$ cat src/design/clock_select_consts.svh
// Register offsets, field codes, reset values and timing counts for the clock selector.
`ifndef CLOCK_SELECT_CONSTS_SVH
`define CLOCK_SELECT_CONSTS_SVH

`define OFF_REF_CTRL 12'hf3d
`define OFF_OSC_CTRL 12'hfd3
`define OFF_LF_CTRL 12'hf9b

`define SEL_RESET 2'h0
`define SEL_PRIMARY 2'h0
`define SEL_TIMER 2'h1
`define SEL_RESERVED 2'h2
`define SEL_INTERNAL 2'h3
`define IFS_RESET 3'h6
`define IFS_8MHZ 3'h7
`define IFS_31KHZ 3'h0
`define IFS_DIV_TOP 3'h6
`define IDLE_RESET 1'b0
`define LFS_RESET 1'b0
`define OSC_BIT2_VALUE 1'b1

`define PRICFG_INT_A 3'h0
`define PRICFG_INT_B 3'h1
`define PRICFG_FAST_XTAL 3'h4
`define PRICFG_EXT_CLK 3'h6

`define SW_OLD_EDGES 2'd2
`define SW_NEW_EDGES 2'd3

`endif

$ cat src/design/clock_select_pkg.sv
// Types shared by the clock selector files.
package clock_select_pkg;
    typedef enum logic [1:0] {SRC_PRIMARY, SRC_TIMER, SRC_INTERNAL} clk_src_t;
    typedef enum {SW_RUN, SW_OLD, SW_NEW} switch_state_t;
    typedef struct packed {
        logic idle_on_sleep_select;
        logic [2:0] internal_freq_select;
        logic [1:0] system_clock_select;
    } osc_ctrl_t;
    typedef struct packed {
        logic ref_out_enable;
        logic ref_out_in_sleep;
        logic ref_source_select;
        logic [3:0] ref_divider;
    } ref_ctrl_t;
    typedef struct packed {
        logic primary;
        logic timer;
        logic fast;
        logic slow;
        logic crystal;
    } osc_pins_t;
endpackage : clock_select_pkg

$ cat src/design/clock_select_and_ref_output.sv
// Clock source selection, internal postscaler and reference clock output.
`timescale 1ns/1ps
`include "clock_select_consts.svh"
module clock_select_and_ref_output
    import clock_select_pkg::*;
(
    // Clock and reset.
    input wire logic SYS_CLK,
    input wire logic NRST,
    // Register port.
    input wire logic [11:0] ADDR,
    input wire logic [7:0] WDATA,
    input wire logic WR,
    input wire logic RD,
    output logic [7:0] RDATA,
    // Oscillator pins, asynchronous to SYS_CLK.
    input wire osc_pins_t OSC_PINS,
    // Configuration and companion logic on SYS_CLK.
    input wire logic [2:0] PRIMARY_OSC_CONFIG,
    input wire logic TWO_SPEED_EN,
    input wire logic STARTUP_EXPIRED,
    input wire logic TIMER_OSC_ENABLE,
    input wire logic TIMER_DIGITAL_INPUT_OPTION,
    input wire logic SLEEP_REQ,
    input wire logic WAKE_REQ,
    // Clock and power outputs.
    output logic DEVICE_CLK,
    output logic IDLE_MODE,
    output logic SLEEP_MODE,
    // Reference clock pin.
    output logic REF_CLOCK_PIN_O,
    output logic REF_CLOCK_PIN_OE
);
    osc_ctrl_t osc_reg;
    ref_ctrl_t ref_reg;
    logic lfs_reg;
    logic startup_done_reg;
    logic [7:0] rdata_reg;
    logic idle_reg;
    logic sleep_reg;
    logic [4:0] pins_vec;
    logic [4:0] pin_lvl;
    logic [4:0] pin_rise;
    logic [7:0] post_cnt_reg;
    logic int_lvl;
    logic pri_lvl;
    logic [2:0] src_lvl;
    logic [2:0] src_last_reg;
    logic [2:0] src_rise;
    clk_src_t want_src;
    clk_src_t cur_src_reg;
    switch_state_t sw_state_reg;
    logic [1:0] sw_cnt_reg;
    logic dev_clk_reg;
    logic ext_or_xtal;
    logic sleep_keep;
    logic xtal_lvl;
    logic ref_src_lvl;
    logic ref_src_last_reg;
    logic [14:0] ref_cnt_reg;
    logic ref_lvl;
    logic ref_out_reg;
    logic ref_oe_reg;
    logic wr_osc;
    logic wr_ref;
    logic timer_allowed;

    // Pin order: primary, timer, fast, slow, crystal from bit 4 down.
    assign pins_vec = OSC_PINS;

    genvar gi;
    generate
        for (gi = 0; gi < 5; gi++) begin : g_sync
            pin_sync u_sync (
                .clk(SYS_CLK),
                .nrst(NRST),
                .pin(pins_vec[gi]),
                .level(pin_lvl[gi]),
                .rise(pin_rise[gi])
            );
        end
    endgenerate

    assign wr_osc = WR && (ADDR == `OFF_OSC_CTRL);
    assign wr_ref = WR && (ADDR == `OFF_REF_CTRL);
    assign timer_allowed = TIMER_OSC_ENABLE || TIMER_DIGITAL_INPUT_OPTION;

    always_ff @(posedge SYS_CLK) begin
        if (!NRST) begin
            osc_reg.idle_on_sleep_select <= `IDLE_RESET;
            osc_reg.internal_freq_select <= `IFS_RESET;
            osc_reg.system_clock_select <= `SEL_RESET;
        end else if (wr_osc) begin
            osc_reg.idle_on_sleep_select <= WDATA[7];
            osc_reg.internal_freq_select <= WDATA[6:4];
            if (WDATA[1:0] != `SEL_TIMER || timer_allowed) begin
                osc_reg.system_clock_select <= WDATA[1:0];
            end
        end
    end

    always_ff @(posedge SYS_CLK) begin
        if (!NRST) begin
            ref_reg <= '0;
        end else if (wr_ref) begin
            ref_reg <= {WDATA[7], WDATA[5:0]};
        end
    end

    always_ff @(posedge SYS_CLK) begin
        if (!NRST) begin
            lfs_reg <= `LFS_RESET;
        end else if (WR && (ADDR == `OFF_LF_CTRL)) begin
            lfs_reg <= WDATA[7];
        end
    end

    // Status latches once the start-up timer reports expiry.
    always_ff @(posedge SYS_CLK) begin
        if (!NRST) begin
            startup_done_reg <= !TWO_SPEED_EN;
        end else if (STARTUP_EXPIRED) begin
            startup_done_reg <= 1'b1;
        end
    end

    always_ff @(posedge SYS_CLK) begin
        if (!NRST) begin
            rdata_reg <= 8'h00;
        end else if (RD) begin
            case (ADDR)
                `OFF_OSC_CTRL: rdata_reg <= {osc_reg.idle_on_sleep_select, osc_reg.internal_freq_select,
                                             startup_done_reg, `OSC_BIT2_VALUE, osc_reg.system_clock_select};
                `OFF_REF_CTRL: rdata_reg <= {ref_reg.ref_out_enable, 1'b0, ref_reg.ref_out_in_sleep,
                                             ref_reg.ref_source_select, ref_reg.ref_divider};
                `OFF_LF_CTRL: rdata_reg <= {lfs_reg, 7'h00};
                default: rdata_reg <= 8'h00;
            endcase
        end else begin
            rdata_reg <= 8'h00;
        end
    end

    // Sleep entry picks Idle or Sleep; a wake request ends either.
    always_ff @(posedge SYS_CLK) begin
        if (!NRST) begin
            idle_reg <= 1'b0;
            sleep_reg <= 1'b0;
        end else if (WAKE_REQ) begin
            idle_reg <= 1'b0;
            sleep_reg <= 1'b0;
        end else if (SLEEP_REQ && !idle_reg && !sleep_reg) begin
            idle_reg <= osc_reg.idle_on_sleep_select;
            sleep_reg <= !osc_reg.idle_on_sleep_select;
        end
    end

    always_ff @(posedge SYS_CLK) begin
        if (!NRST) begin
            post_cnt_reg <= 8'h00;
        end else if (pin_rise[2]) begin
            post_cnt_reg <= post_cnt_reg + 8'h01;
        end
    end

    // Postscaler tap: each step down in the code from 7 to 1 halves the fast oscillator once more.
    always_comb begin
        int_lvl = 1'b0;
        case (osc_reg.internal_freq_select)
            `IFS_8MHZ: int_lvl = pin_lvl[2];
            `IFS_31KHZ: int_lvl = lfs_reg ? post_cnt_reg[7] : pin_lvl[1];
            default: int_lvl = post_cnt_reg[`IFS_DIV_TOP - osc_reg.internal_freq_select];
        endcase
    end

    assign pri_lvl = (PRIMARY_OSC_CONFIG == `PRICFG_INT_A || PRIMARY_OSC_CONFIG == `PRICFG_INT_B)
                     ? int_lvl : pin_lvl[4];
    assign src_lvl = {int_lvl, pin_lvl[3], pri_lvl};
    assign src_rise = src_lvl & ~src_last_reg;

    always_ff @(posedge SYS_CLK) begin
        if (!NRST) begin
            src_last_reg <= 3'h0;
        end else begin
            src_last_reg <= src_lvl;
        end
    end

    always_comb begin
        case (osc_reg.system_clock_select)
            `SEL_PRIMARY: want_src = SRC_PRIMARY;
            `SEL_TIMER: want_src = SRC_TIMER;
            default: want_src = SRC_INTERNAL;
        endcase
    end

    // Glitch-free switch: the old source gives two edges, then the new one three, clock held low meanwhile.
    always_ff @(posedge SYS_CLK) begin
        if (!NRST) begin
            sw_state_reg <= SW_RUN;
            sw_cnt_reg <= 2'd0;
            cur_src_reg <= SRC_PRIMARY;
        end else begin
            case (sw_state_reg)
                SW_RUN: begin
                    sw_cnt_reg <= 2'd0;
                    if (want_src != cur_src_reg) begin
                        sw_state_reg <= SW_OLD;
                    end
                end
                SW_OLD: begin
                    if (src_rise[cur_src_reg]) begin
                        if (sw_cnt_reg == `SW_OLD_EDGES - 2'd1) begin
                            sw_cnt_reg <= 2'd0;
                            cur_src_reg <= want_src;
                            sw_state_reg <= SW_NEW;
                        end else begin
                            sw_cnt_reg <= sw_cnt_reg + 2'd1;
                        end
                    end
                end
                SW_NEW: begin
                    if (src_rise[cur_src_reg]) begin
                        if (sw_cnt_reg == `SW_NEW_EDGES - 2'd1) begin
                            sw_cnt_reg <= 2'd0;
                            sw_state_reg <= SW_RUN;
                        end else begin
                            sw_cnt_reg <= sw_cnt_reg + 2'd1;
                        end
                    end
                end
                default: begin
                    sw_state_reg <= SW_RUN;
                    sw_cnt_reg <= 2'd0;
                end
            endcase
        end
    end

    always_ff @(posedge SYS_CLK) begin
        if (!NRST) begin
            dev_clk_reg <= 1'b0;
        end else begin
            dev_clk_reg <= (sw_state_reg == SW_RUN) && !sleep_reg && src_lvl[cur_src_reg];
        end
    end

    // Reference output path.
    assign ext_or_xtal = (PRIMARY_OSC_CONFIG == `PRICFG_FAST_XTAL) || (PRIMARY_OSC_CONFIG == `PRICFG_EXT_CLK);
    assign sleep_keep = ref_reg.ref_out_in_sleep && ref_reg.ref_source_select && ext_or_xtal;
    assign xtal_lvl = pin_lvl[0] && (!sleep_reg || sleep_keep);
    assign ref_src_lvl = ref_reg.ref_source_select ? xtal_lvl : dev_clk_reg;

    always_ff @(posedge SYS_CLK) begin
        if (!NRST) begin
            ref_src_last_reg <= 1'b0;
            ref_cnt_reg <= 15'h0000;
        end else begin
            ref_src_last_reg <= ref_src_lvl;
            if (ref_src_lvl && !ref_src_last_reg) begin
                ref_cnt_reg <= ref_cnt_reg + 15'h0001;
            end
        end
    end

    // Counter bits toggle at half duty, so each tap keeps a 50 percent shape.
    assign ref_lvl = (ref_reg.ref_divider == 4'h0) ? ref_src_lvl
                     : ref_cnt_reg[ref_reg.ref_divider - 4'h1];

    always_ff @(posedge SYS_CLK) begin
        if (!NRST) begin
            ref_out_reg <= 1'b0;
            ref_oe_reg <= 1'b0;
        end else begin
            ref_oe_reg <= ref_reg.ref_out_enable;
            ref_out_reg <= ref_reg.ref_out_enable && (!sleep_reg || sleep_keep) && ref_lvl;
        end
    end

    assign RDATA = rdata_reg;
    assign DEVICE_CLK = dev_clk_reg;
    assign IDLE_MODE = idle_reg;
    assign SLEEP_MODE = sleep_reg;
    assign REF_CLOCK_PIN_O = ref_out_reg;
    assign REF_CLOCK_PIN_OE = ref_oe_reg;

    property p_sel_reset;
        @(posedge SYS_CLK) !NRST |=> osc_reg.system_clock_select == `SEL_RESET && osc_reg.internal_freq_select == 3'h6;
    endproperty
    a_sel_reset: assert property (p_sel_reset) else $error("select fields wrong after reset");

    property p_ifs_reset;
        @(posedge SYS_CLK) !NRST ##1 (NRST && !WR) ##1 (NRST && RD && ADDR == `OFF_OSC_CTRL) |=> RDATA[6:4] == 3'h6;
    endproperty
    a_ifs_reset: assert property (p_ifs_reset) else $error("frequency code not 110 after reset");

    property p_timer_ignored;
        @(posedge SYS_CLK) disable iff (!NRST)
            (wr_osc && WDATA[1:0] == `SEL_TIMER && !timer_allowed) |=> $stable(osc_reg.system_clock_select);
    endproperty
    a_timer_ignored: assert property (p_timer_ignored) else $error("timer select not ignored");

    property p_idle_entry;
        @(posedge SYS_CLK) disable iff (!NRST)
            (SLEEP_REQ && !WAKE_REQ && !idle_reg && !sleep_reg) |=>
            (IDLE_MODE == $past(osc_reg.idle_on_sleep_select)) && (SLEEP_MODE != IDLE_MODE);
    endproperty
    a_idle_entry: assert property (p_idle_entry) else $error("wrong low-power mode entered");

    property p_ref_off;
        @(posedge SYS_CLK) disable iff (!NRST) !ref_reg.ref_out_enable |=> !REF_CLOCK_PIN_OE && !REF_CLOCK_PIN_O;
    endproperty
    a_ref_off: assert property (p_ref_off) else $error("reference pin active while disabled");

    property p_switch_pause;
        @(posedge SYS_CLK) disable iff (!NRST) (sw_state_reg != SW_RUN) |=> !DEVICE_CLK;
    endproperty
    a_switch_pause: assert property (p_switch_pause) else $error("device clock ran during switch");

    property p_sleep_ref;
        @(posedge SYS_CLK) disable iff (!NRST) (sleep_reg && !sleep_keep) |=> !REF_CLOCK_PIN_O;
    endproperty
    a_sleep_ref: assert property (p_sleep_ref) else $error("reference ran in sleep");

    property p_reserved_code;
        @(posedge SYS_CLK) disable iff (!NRST)
            (sw_state_reg == SW_RUN && osc_reg.system_clock_select == `SEL_RESERVED && !wr_osc) |=>
            (cur_src_reg == SRC_INTERNAL || sw_state_reg == SW_OLD);
    endproperty
    a_reserved_code: assert property (p_reserved_code) else $error("reserved code not mapped internal");

    property p_status_reset;
        @(posedge SYS_CLK) (!NRST && TWO_SPEED_EN) |=> !startup_done_reg;
    endproperty
    a_status_reset: assert property (p_status_reset) else $error("start-up status not cleared");

    property p_divider_pass;
        @(posedge SYS_CLK) disable iff (!NRST)
            (ref_reg.ref_divider == 4'h0 && ref_reg.ref_out_enable && !sleep_reg) |=>
            REF_CLOCK_PIN_O == $past(ref_src_lvl);
    endproperty
    a_divider_pass: assert property (p_divider_pass) else $error("divider zero not pass-through");
endmodule : clock_select_and_ref_output

$ cat src/design/pin_sync.sv
// Two-stage synchroniser for one oscillator pin with a rising-edge pulse.
`timescale 1ns/1ps
module pin_sync (
    // Clock and reset.
    input wire logic clk,
    input wire logic nrst,
    // Pin and synchronised view.
    input wire logic pin,
    output logic level,
    output logic rise
);
    logic meta_reg;
    logic sync_reg;
    logic last_reg;

    always_ff @(posedge clk) begin
        if (!nrst) begin
            meta_reg <= 1'b0;
            sync_reg <= 1'b0;
            last_reg <= 1'b0;
        end else begin
            meta_reg <= pin;
            sync_reg <= meta_reg;
            last_reg <= sync_reg;
        end
    end

    assign level = sync_reg;
    assign rise = sync_reg & ~last_reg;
endmodule : pin_sync

$ cat config.mk
export PLATFORM = sky130hd
export DESIGN_NAME = clock_select_and_ref_output
export DESIGN_NICKNAME = d
export VERILOG_FILES = /design/src/design/clock_select_pkg.sv /design/src/design/clock_select_and_ref_output.sv /design/src/design/pin_sync.sv
export VERILOG_INCLUDE_DIRS = /design/src /design/src/design
export SDC_FILE = /design/constraint.sdc
export NUM_CORES = 1
export LEC_CHECK = 0
export ABC_AREA = 1
export BUFFER_PORTS_ARGS = -buffer_cell sky130_fd_sc_hd__buf_2
export CELL_PAD_IN_SITES_DETAIL_PLACEMENT = 0
export CELL_PAD_IN_SITES_GLOBAL_PLACEMENT = 1
export CORE_ASPECT_RATIO = 0.9
export CORE_MARGIN = 5
export CORE_UTILIZATION = 37
export DETAILED_ROUTE_END_ITERATION = 7
export PLACE_DENSITY = 0.84
export SYNTH_ARGS = -nofsm -noshare
export SYNTH_HDL_FRONTEND = slang
export SYNTH_SLANG_ARGS = --single-unit
$ cat constraint.sdc
create_clock -name SYS_CLK -period 1.7 [get_ports SYS_CLK]
set_input_delay 0.51 -clock SYS_CLK [delete_from_list [all_inputs] [get_ports SYS_CLK]]
set_output_delay 0.51 -clock SYS_CLK [all_outputs]
set_load 0.1 [all_outputs]
==> key figures, run 1 <==
CTS
  – H-tree levels: 3
  – Hold_buf cts: 0
  – TritonCTS buffer count: 9
  – Skew-Pair Late Insertion Delay: 350 ps
  – Max clock buf depth: 2
  – CTS root buf: clkbuf_8
  – TritonCTS clock tree: built
  – Reg clk slew, reported paths: 80 ps
  – Clock sinks: 72

Pwr
  – Leak: 1.95 nW
  – Max IR drop VDD: 0.450 mV
  – Total power: 3.70 mW
  – Pwr per Cell Area: 840 mW/mm2

Logic synthesis
  – Distinct cells, synth: 42
  – Cell taking the most area after synthesis: dfxtp_1
  – Post-synth EDFFs: 1
  – Synthesized area: 0.00341 mm2
  – YS warnings: 0
  – Synth area leaders: dfxtp_1, nand2_1, inv_1
  – Seq cells post-synth: 72
  – Post-synth top cells: nand2_1, dfxtp_1, inv_1, nor2_1, a21oi_1
  – Synthesized net count: 510
  – Mean Syn Cell Area: 7.37 um2
  – Synthesized instance count: 462
  – Most common cell in the netlist: nand2_1
  – Register area share after synthesis: 0.426
  – Ys async rst share: 0
  – Synth Flop Type: dfxtp_1
  – Share of the synthesized area in the top cell type: 0.417

Cells and area
  – Fillers: 897
  – Layout area overhead: 29.4%
  – Final Instance Area: 0.00441 mm2
  – Ant. Diodes: 0
  – Fin nets: 601
  – Max reg flops: 15
  – Multi-input logic area: 0.00174 mm2
  – Fraction of layout cells with a size suffix above 1: 0.287
  – Register area: 0.00146 mm2

Route
  – WL per Instance: 12.4 um
  – Vias per cell: 4.82
  – Detailed-router iteration count before antenna repair: 4
  – Total routed wirelength: 8440 um
  – Residual DRC: 0
  – Post-route ant nets: 0
  – Starting DRT DRC Count: 112
  – Via Count: 3,280

Place
  – Placement Setup Slack: -153 ps
  – Port bufs: 50
  – Area after DPL: 0.00405 mm2
  – Global placer's final weighted congestion: 0.839
  – HPWL after DPL: 6510 um

Die
  – Row count: 33
  – Core ar.: 0.00904 mm2
  – DIE AREA: 0.0112 mm2
  – Die width: 111 um
  – Io pins: 51
  – Chip height: 101 um
  – Initial Util: 0.377

Critical path
  – Cell mode on critical path: nand2_1
  – Worst path top cell family by delay: simple AND/OR/NAND/NOR gates
  – Critical path data required time: 1940 ps
  – Critical Path Max Stage Delay: 390 ps
  – CP Buf/Inv Count: 1
  – Worst path arrival time: 1990 ps
  – Crit Path Max Fanout: 4
  – Startpoint types: register
  – Setup crit start: osc_reg[2]$_SDFFE_PN0P_
  – CP Capture Type: register
  – CP cell instances: ha_2 > inv_1 > nand2_1 > nand2_1 > nand3b_1 > nand3_1 > nand2_2 > nor2_2 > nand2_1 > nand2_2 > nand2_2 > nand2_4 > nand2_1 > nand2_1 > a21oi_1
  – Crit Path Class: register to register
  – Slowest stage cell on the critical path: dfxtp_4
  – Reg-to-reg slack, setup: -50 ps
  – RR Startpoint: osc_reg[2]$_SDFFE_PN0P_

Global routing
  – Largest net degree at the start of global routing: 16
  – GRT Resource Usage Total: 0.154
  – First-pass GRT wire length: 14,200 um
  – Global route overflow: 0
  – Vias in the first global route: 3,232
  – Antenna violations before repair: 0

STA
  – Relative slew slack: 0.611
  – Worst-Margin Slew: 577 ps
  – Hold Worst Slack: 342 ps
  – Final worst-path cycle share: 1.03
  – Peak Freq: 570 MHz
  – Max Slew Vio Count: 0
  – Min cycle time layout: 1750 ps
  – Hold Vio Cnt, Final: 0
  – Worst Slack Setup Final: -54.8 ps
  – Final Skew: 12.5 ps
  – RSZ-0062 raised after global routing: true
  – Final Setup Violations: 6
  – Final setup TNS: -196 ps

Status
  – Status: complete, but fails checks
  – Failing checks: negative setup slack

Worst hold path
  – Min-delay src: WAKE_REQ
  – Hold Crit Class: input port to register

Flow run
  – MaxCap Viol Count: 0
[worst reg2reg max path: cells and delay by family (launching register included)]
kind	cells	cell delay (ps)
buf+inv	1	40
fa+ha+maj	1	180
flops	1	390
compound gates	1	50
simple gates	12	1000
[logic make-up (layout without fill, tap and decap cells)]
logic type / count (synthesis) / after routing / synth area share
DFF: 72 / 72 / 0.426
xor gates and xnor gates: 3 / 3 / 0.00771
buffers and inverters: 84 / 179 / 0.0947
AOI/OAI and AO/OA: 97 / 97 / 0.157
and+or+nand+nor: 196 / 197 / 0.278
adders and majority gates: 10 / 10 / 0.0367
[metal layers]
metal | GRT usage | up-vias | wire length [um]
met1 | 0.181 | 1502 | 3770
met2 | 0.276 | 62 | 4240
met5 | 0 | - | 0
li1 | - | 1704 | -
met3 | 0.0366 | 12 | 297
met4 | 0.0599 | 0 | 133
[per-stage QoR]
step,utilization,std cells
floorplan,-,462
global placement,0.448,660
detailed placement,0.448,660
CTS,0.475,677
global route,0.487,680
finish,0.487,680
[final timing paths]
check                                                          to  cells after the start
worst max register to register       sw_state_reg[0]$_SDFFE_PN0P_                     15
worst min-delay path                       IDLE_MODE$_SDFFE_PP0P_                      2
worst min register to register  g_sync[1].u_sync.level$_SDFF_PN0_                      2
worst max-delay path                 sw_state_reg[0]$_SDFFE_PN0P_                     15
[cell type report]
class,count,area share
Multi-Input combinational cell,307,0.395
Sequential cell,72,0.332
Timing Repair Buffer,88,0.122
Inverter,75,0.0656
Clock buffer,13,0.0360
Tap cell,122,0.0346
Clock inverter,3,0.0148
[report_power, final]
group          leakage [nW]  switching, mW  internal, mW
clock network         0.114          0.617         0.906
registers             0.588         0.0249          1.73
logic                  1.25          0.259         0.163
total                  1.95          0.901          2.80
[cells in the final DEF (no fill, tap or decap), drive strengths merged]
master	instances
nor3	22
nand3b	1
clkbuf	14
nor2	46
a31oi	2
and3	1
nand2	87
o22ai	3
buf	87
nand4	6
xnor2	1
bufinv	2
a311oi	1
or2	2
o221ai	1
nand3	21
edfxtp	1
xor2	2
nor4b	1
o41ai	1
o211ai	5
a211o	1
inv	75
dfxtp	71
a21oi	41
clkinv	1
a211oi	3
nor3b	5
nor4	5
ha	10
o21ai	39
[repair_timing]
| item | 4_1_cts | 5_1_grt |
|---|---|---|
| setup endpoints to repair | 7 | 12 |
| pin swaps | 4 | 7 |
| buffers inserted | 1 | 2 |
| gates cloned | 0 | 1 |
| resized for setup | 8 | 24 |
No activity file was read; power rests on OpenSTA's default activity.
==> inputs of run 2 (changes only) <==
Settings changed: GPL_TIMING_DRIVEN set to 0.
==> run 2 against run 1 <==
Against the previous run: the run still ends with negative setup slack left; largest cell class unchanged; maximum frequency down 7.0%; register-to-register slack worse by 130 ps; sequential power about the same; design area is 0.65% lower; core utilization is 0.32 points lower.
==> key figures, run 2 (synthesis gave the netlist of run 1 again) <==
Cells and area
  – Commonest non-fill, non-tap cell in the layout: nand2_1
  – Final Instance Area: 0.00438 mm2 (-0.65%)
  – Fin nets: 587 (-2.3%)
  – Max reg flops: 15 (unchanged)
  – Fin cells: 665 (-2.2%)
  – Fraction of layout cells with a size suffix above 1: 0.271 (-0.0160)
  – Ant. Diodes: 0 (unchanged)
  – Most frequent cells in the layout: nand2_1, dfxtp_1, inv_1
  – Layout area overhead: 28.5%
  – Final Core Density: 0.484 (-0.00318)

Route
  – Total routed wirelength: 8570 um (+1.5%)
  – Uppermost layer routed: met4
  – Vias per cell: 4.81 (-0.24%)
  – Residual DRC: 0 (unchanged)
  – Met3 Routed Length: 298 um (+0.34%)
  – Detailed-router iteration count before antenna repair: 4 (unchanged)
  – Starting DRT DRC Count: 100 (-11%)
  – Metal2 WL: 4150 um (-2.3%)
  – Post-route ant nets: 0 (unchanged)
  – Via Count: 3,200 (-2.4%)
  – WL per Instance: 12.9 um (+3.8%)
  – WL met1: 3830 um (+1.6%)

Critical path
  – CP Capture Type: register
  – Critical Path Max Stage Delay: 400 ps (about the same)
  – Worst path arrival time: 2180 ps (+190 ps)
  – Slowest stage cell on the critical path: dfxtp_4
  – Crit Path Class: register to register
  – Crit Path Max Fanout: 4 (unchanged)
  – Critical path data required time: 1990 ps (+50 ps)
  – Cell mode on critical path: nand2_2
  – CP cell instances: inv_6 > ha_4 > inv_4 > nor2_4 > a21oi_2 > nor2_2 > o21ai_2 > nand2_2 > nor2_4 > nand2_2 > nand2_2 > nand4_1 > nand2_1 > nand2_1 > nor2_1
  – Startpoint types: register

STA
  – Hold Vio Cnt, Final: 0 (unchanged)
  – Final Skew: 7.71 ps (-4.83 ps)
  – Final Setup Violations: 6 (unchanged)
  – Worst-Margin Slew: 666 ps (+89.8 ps)
  – Peak Freq: 530 MHz (-7.0%)
  – Max Slew Vio Count: 0 (unchanged)
  – Final worst-path cycle share: 1.11 (+0.0774)
  – Relative slew slack: 0.556 (-0.0548)
  – RSZ-0062 raised after global routing: true
  – Hold Worst Slack: 327 ps (-15.3 ps)
  – Min cycle time layout: 1890 ps (+132 ps)
  – Final setup TNS: -883 ps (-688 ps)
  – Worst Slack Setup Final: -186 ps (-132 ps)

Die
  – Die width: 111 um (unchanged)
  – Io pins: 51 (unchanged)
  – Initial Util: 0.377 (unchanged)
  – Chip height: 101 um (unchanged)
  – Row count: 33 (unchanged)
  – DIE AREA: 0.0112 mm2 (unchanged)
  – Core ar.: 0.00904 mm2 (unchanged)

Pwr
  – Total power: 3.71 mW (+0.12%)
  – Pwr per Cell Area: 846 mW/mm2 (+0.78%)
  – Max IR drop VDD: 0.404 mV (-10%)
  – Leak: 1.89 nW (-3.2%)

CTS
  – Reg clk slew, reported paths: 70 ps (about the same)
  – H-tree levels: 3 (unchanged)
  – Max clock buf depth: 2 (unchanged)
  – TritonCTS clock tree: built
  – Clock sinks: 72 (unchanged)
  – Skew-Pair Late Insertion Delay: 350 ps (about the same)
  – TritonCTS buffer count: 9 (unchanged)
  – Hold_buf cts: 0 (unchanged)
  – CTS root buf: clkbuf_8

Global routing
  – First-pass GRT wire length: 13,900 um (-2.1%)
  – Largest net degree at the start of global routing: 12 (-4)
  – GRT Resource Usage Total: 0.155 (+0.00116)
  – Global route overflow: 0 (unchanged)
  – Antenna violations before repair: 0 (unchanged)
  – Vias in the first global route: 2,998 (-7.2%)

Place
  – Global placer's final weighted congestion: 0.824 (-1.8%)
  – Port bufs: 49 (-2.0%)
  – Placement Setup Slack: -339 ps (-187 ps)
  – HPWL after DPL: 6280 um (-3.5%)
  – DP Cell Count: 633 (-4.1%)
  – Area after DPL: 0.00383 mm2 (-5.6%)

Status
  – Failing checks: negative setup slack
  – Status: complete, but fails checks

Worst hold path
  – Hold Crit Class: input port to register

Flow run
  – MaxCap Viol Count: 0 (unchanged)
## run 2: final cells by class
cell class              instances  area [um2]
multi-input cells             306        1820
inverters                      75         304
repair buffers                 66         375
flip-flops and latches         72        1470
fillers                       915        4660
well taps                     122         153
plain buffers                   9        41.3
clock inverters                 3        65.1
clock buffers                  12         155
## run 2: layer usage
layer,global-route usage,up-vias
met3,0.0456,25
met2,0.262,51
li1,-,1677
met5,0,-
met4,0.0804,0
met1,0.181,1447
## run 2: report_power, final
group	switching, mW	internal, mW	total [mW]	leakage [nW]
registers	0.0268	1.73	1.75	0.589
logic	0.277	0.164	0.441	1.19
clock network	0.613	0.897	1.51	0.112
total	0.917	2.79	3.71	1.89
## run 2: worst paths after layout
check                                        from  cells after the start  slack (ps)                                 to
max reg2reg               osc_reg[2]$_SDFFE_PN0P_                     15        -190        cur_src_reg[0]$_SDFFE_PN0P_
max                       osc_reg[2]$_SDFFE_PN0P_                     15        -190        cur_src_reg[0]$_SDFFE_PN0P_
min reg2reg  g_sync[2].u_sync.meta_reg$_SDFF_PN0_                      2         410  g_sync[2].u_sync.level$_SDFF_PN0_
min                                      WAKE_REQ                      2         330            SLEEP_MODE$_SDFFE_PP0P_
## run 2: repair_timing
item                                    4_1_cts  5_1_grt
buffers inserted                              3       14
endpoints found under the setup margin        7       18
gates resized for setup                      24       36
pin swaps                                    10       17
## run 2: worst max-delay path: cells and delay by family, from the launching register on
family                     cells  cell delay (ps)
and+or+nand+nor               10              920
AOI/OAI and AO/OA              2              250
adders and majority gates      1              160
DFF                            1              400
buffers and inverters          2              100
==> inputs of run 3 (changes only) <==
Settings changed: TNS_END_PERCENT set to 50.
==> run 3 against run 2 <==
Against the previous run: the flow still finishes with violations (negative setup slack); total power is 1.9% lower; via count is 1.2% lower; critical path depth is 1 higher; die area stayed put; clock power is 5% lower; flip-flop and latch count stayed put; count of clock-buffer cells in the layout is 2 lower; critical path type unchanged.
==> key figures, run 3 (synthesis gave the netlist of run 1 again) <==
Cells and area
  – Layout area overhead: 26.7%
  – Most frequent cells in the layout: nand2_1, inv_1, dfxtp_1
  – Fraction of layout cells with a size suffix above 1: 0.274 (+0.00318)
  – Fillers: 907 (-0.87%)
  – Final Core Density: 0.477 (-0.00692)
  – Max reg flops: 15 (unchanged)
  – Commonest non-fill, non-tap cell in the layout: nand2_1
  – Ant. Diodes: 0 (unchanged)
  – Fin nets: 587 (unchanged)

STA
  – Final Setup Violations: 7 (+1)
  – Worst-Margin Slew: 603 ps (-63.9 ps)
  – Worst Slack Setup Final: -148 ps (+38.8 ps)
  – Hold Worst Slack: 331 ps (+3.86 ps)
  – Final Skew: 9.25 ps (+1.54 ps)
  – Min cycle time layout: 1850 ps (-38.8 ps)
  – Hold Vio Cnt, Final: 0 (unchanged)
  – Relative slew slack: 0.598 (+0.0426)
  – Max Slew Vio Count: 0 (unchanged)
  – RSZ-0062 raised after global routing: true
  – Final worst-path cycle share: 1.09 (-0.0228)
  – Peak Freq: 541 MHz (+2.1%)

Status
  – Failing checks: negative setup slack
  – Status: complete, but fails checks

Route
  – Starting DRT DRC Count: 229 (+130%)
  – Residual DRC: 0 (unchanged)
  – Post-route ant nets: 0 (unchanged)
  – WL per Instance: 12.8 um (-0.31%)
  – Via Count: 3,161 (-1.2%)
  – Total routed wirelength: 8560 um (-0.16%)
  – Detailed-router iteration count before antenna repair: 5 (+1)
  – Vias per cell: 4.75 (-1.4%)

CTS
  – Reg clk slew, reported paths: 80 ps (about the same)
  – Hold_buf cts: 0 (unchanged)
  – CTS root buf: clkbuf_8
  – Max clock buf depth: 2 (unchanged)
  – TritonCTS buffer count: 9 (unchanged)
  – Skew-Pair Late Insertion Delay: 350 ps (about the same)
  – H-tree levels: 3 (unchanged)
  – Clock sinks: 72 (unchanged)
  – TritonCTS clock tree: built

Worst hold path
  – Hold Path Sink: g_sync[0].u_sync.meta_reg$_SDFF_PN0_
  – Hold Crit Class: input port to register
  – Hold Path Cell Cnt: 3 (+1)
  – Min-delay src: OSC_PINS[0]

Critical path
  – Crit Path Max Fanout: 4 (unchanged)
  – Critical Path Max Stage Delay: 400 ps (about the same)
  – Startpoint types: register
  – Cell mode on critical path: nand2_2
  – Crit Path Class: register to register
  – Worst path top cell family by delay: simple AND/OR/NAND/NOR gates
  – CP Capture Type: register
  – Reg2reg path depth: 16 (+1)
  – Slowest stage cell on the critical path: dfxtp_4
  – RR Startpoint: osc_reg[2]$_SDFFE_PN0P_
  – Critical path data required time: 1980 ps (about the same)
  – Reg-to-reg endpoint: sw_state_reg[1]$_SDFFE_PN0P_
  – Worst path arrival time: 2130 ps (-50 ps)
  – CP cell instances: inv_6 > ha_4 > inv_2 > nor2_4 > a21oi_2 > buf_4 > nand3_2 > nand2_4 > nand2_2 > nand3_2 > nand2_2 > nand2_2 > nand2_4 > nand2_2 > nand2_1 > a21oi_1
  – CP Buf/Inv Count: 3 (+1)
  – Reg-to-reg slack, setup: -150 ps (+40 ps)

Place
  – HPWL after DPL: 6200 um (-1.3%)
  – Global placer's final weighted congestion: 0.862 (+4.6%)
  – Port bufs: 49 (unchanged)
  – Placement Setup Slack: -401 ps (-61.9 ps)

Global routing
  – Largest net degree at the start of global routing: 15 (+3)
  – First-pass GRT wire length: 14,000 um (+1.0%)
  – Global route overflow: 0 (unchanged)
  – Antenna violations before repair: 0 (unchanged)
  – GRT Resource Usage Total: 0.157 (+0.00135)
  – Vias in the first global route: 2,958 (-1.3%)

Pwr
  – Pwr per Cell Area: 842 mW/mm2 (-0.47%)
  – Max IR drop VDD: 0.408 mV (+0.92%)
  – Total power: 3.64 mW (-1.9%)
  – Leak: 1.85 nW (-2.1%)

Die
  – Core ar.: 0.00904 mm2 (unchanged)
  – Die width: 111 um (unchanged)
  – DIE AREA: 0.0112 mm2 (unchanged)
  – Io pins: 51 (unchanged)
  – Initial Util: 0.377 (unchanged)
  – Row count: 33 (unchanged)
  – Chip height: 101 um (unchanged)

Flow run
  – MaxCap Viol Count: 0 (unchanged)
[run 3: cell types whose count changed in the layout (fill, tap and decap cells not counted), sizes merged]
cell / before / now
inv: 75 / 79
clkbuf: 19 / 17
bufinv: 2 / 1
clkinv: 1 / 0
clkinvlp: 0 / 1
[run 3: power breakdown]
| part | switching (mW) | leakage [nW] | internal, mW |
|---|---|---|---|
| clock | 0.706 | 0.104 | 0.739 |
| combinational | 0.276 | 1.16 | 0.163 |
| sequential | 0.0253 | 0.590 | 1.73 |
| total | 1.01 | 1.85 | 2.63 |
[run 3: layer usage]
layer | vias to the layer above | global-route usage | wire [um]
met1 | 1399 | 0.202 | 3960
met2 | 72 | 0.252 | 4030
li1 | 1682 | - | -
met5 | - | 0 | 0
met4 | 0 | 0.0524 | 98
met3 | 8 | 0.0486 | 466
[run 3: how the worst max path moves through the flow]
stage | slack [ps] | endpoint | from | cells past startpoint
after global placement | -400 | cur_src_reg[1]$_SDFFE_PN0P_ | osc_reg[2]$_SDFFE_PN0P_ | 14
after detailed placement | -400 | sw_state_reg[1]$_SDFFE_PN0P_ | osc_reg[2]$_SDFFE_PN0P_ | 15
final | -150 | sw_state_reg[1]$_SDFFE_PN0P_ | osc_reg[2]$_SDFFE_PN0P_ | 16
after CTS | -90 | cur_src_reg[1]$_SDFFE_PN0P_ | osc_reg[2]$_SDFFE_PN0P_ | 15
after global routing | -320 | cur_src_reg[1]$_SDFFE_PN0P_ | osc_reg[2]$_SDFFE_PN0P_ | 15
after floorplan | -90 | sw_state_reg[0]$_SDFFE_PN0P_ | osc_reg[2]$_SDFFE_PN0P_ | 15
[run 3: timing repair]
action | CTS | global route
setup endpoints to repair | 10 | 17
setup buffers | 7 | 10
pin swaps | 8 | 14
resized for setup | 33 | 21
gates cloned | 0 | 0
[run 3: area by class of cell]
class,count,area (um2),area share
clock inverters,6,72.6,0.0168
well taps,122,153,0.0354
clock buffers,10,138,0.0319
repair buffers,66,375,0.0870
plain buffers,9,41.3,0.00957
multi-input cells,306,1770,0.410
inverters,75,294,0.0681
flip-flops and latches,72,1470,0.341
[run 3: per-stage QoR]
stage	instance area, um2	cells	TNS [ps]
final	4320	666	-631
after global routing	4320	666	-1780
after CTS	4180	656	-371
after detailed placement	3810	633	-5270
after global placement	3810	633	-4660
after floorplan	3410	462	-348
[run 3: worst reg2reg max path: stages (launching register included)]
cell and delay (ps):
dfxtp_4 400, inv_6 40, ha_4 150, inv_2 60, nor2_4 40, a21oi_2 140
buf_4 130, nand3_2 90, nand2_4 100, nand2_2 70, nand3_2 60, nand2_2 70
nand2_2 100, nand2_4 70, nand2_2 70, nand2_1 60, a21oi_1 140
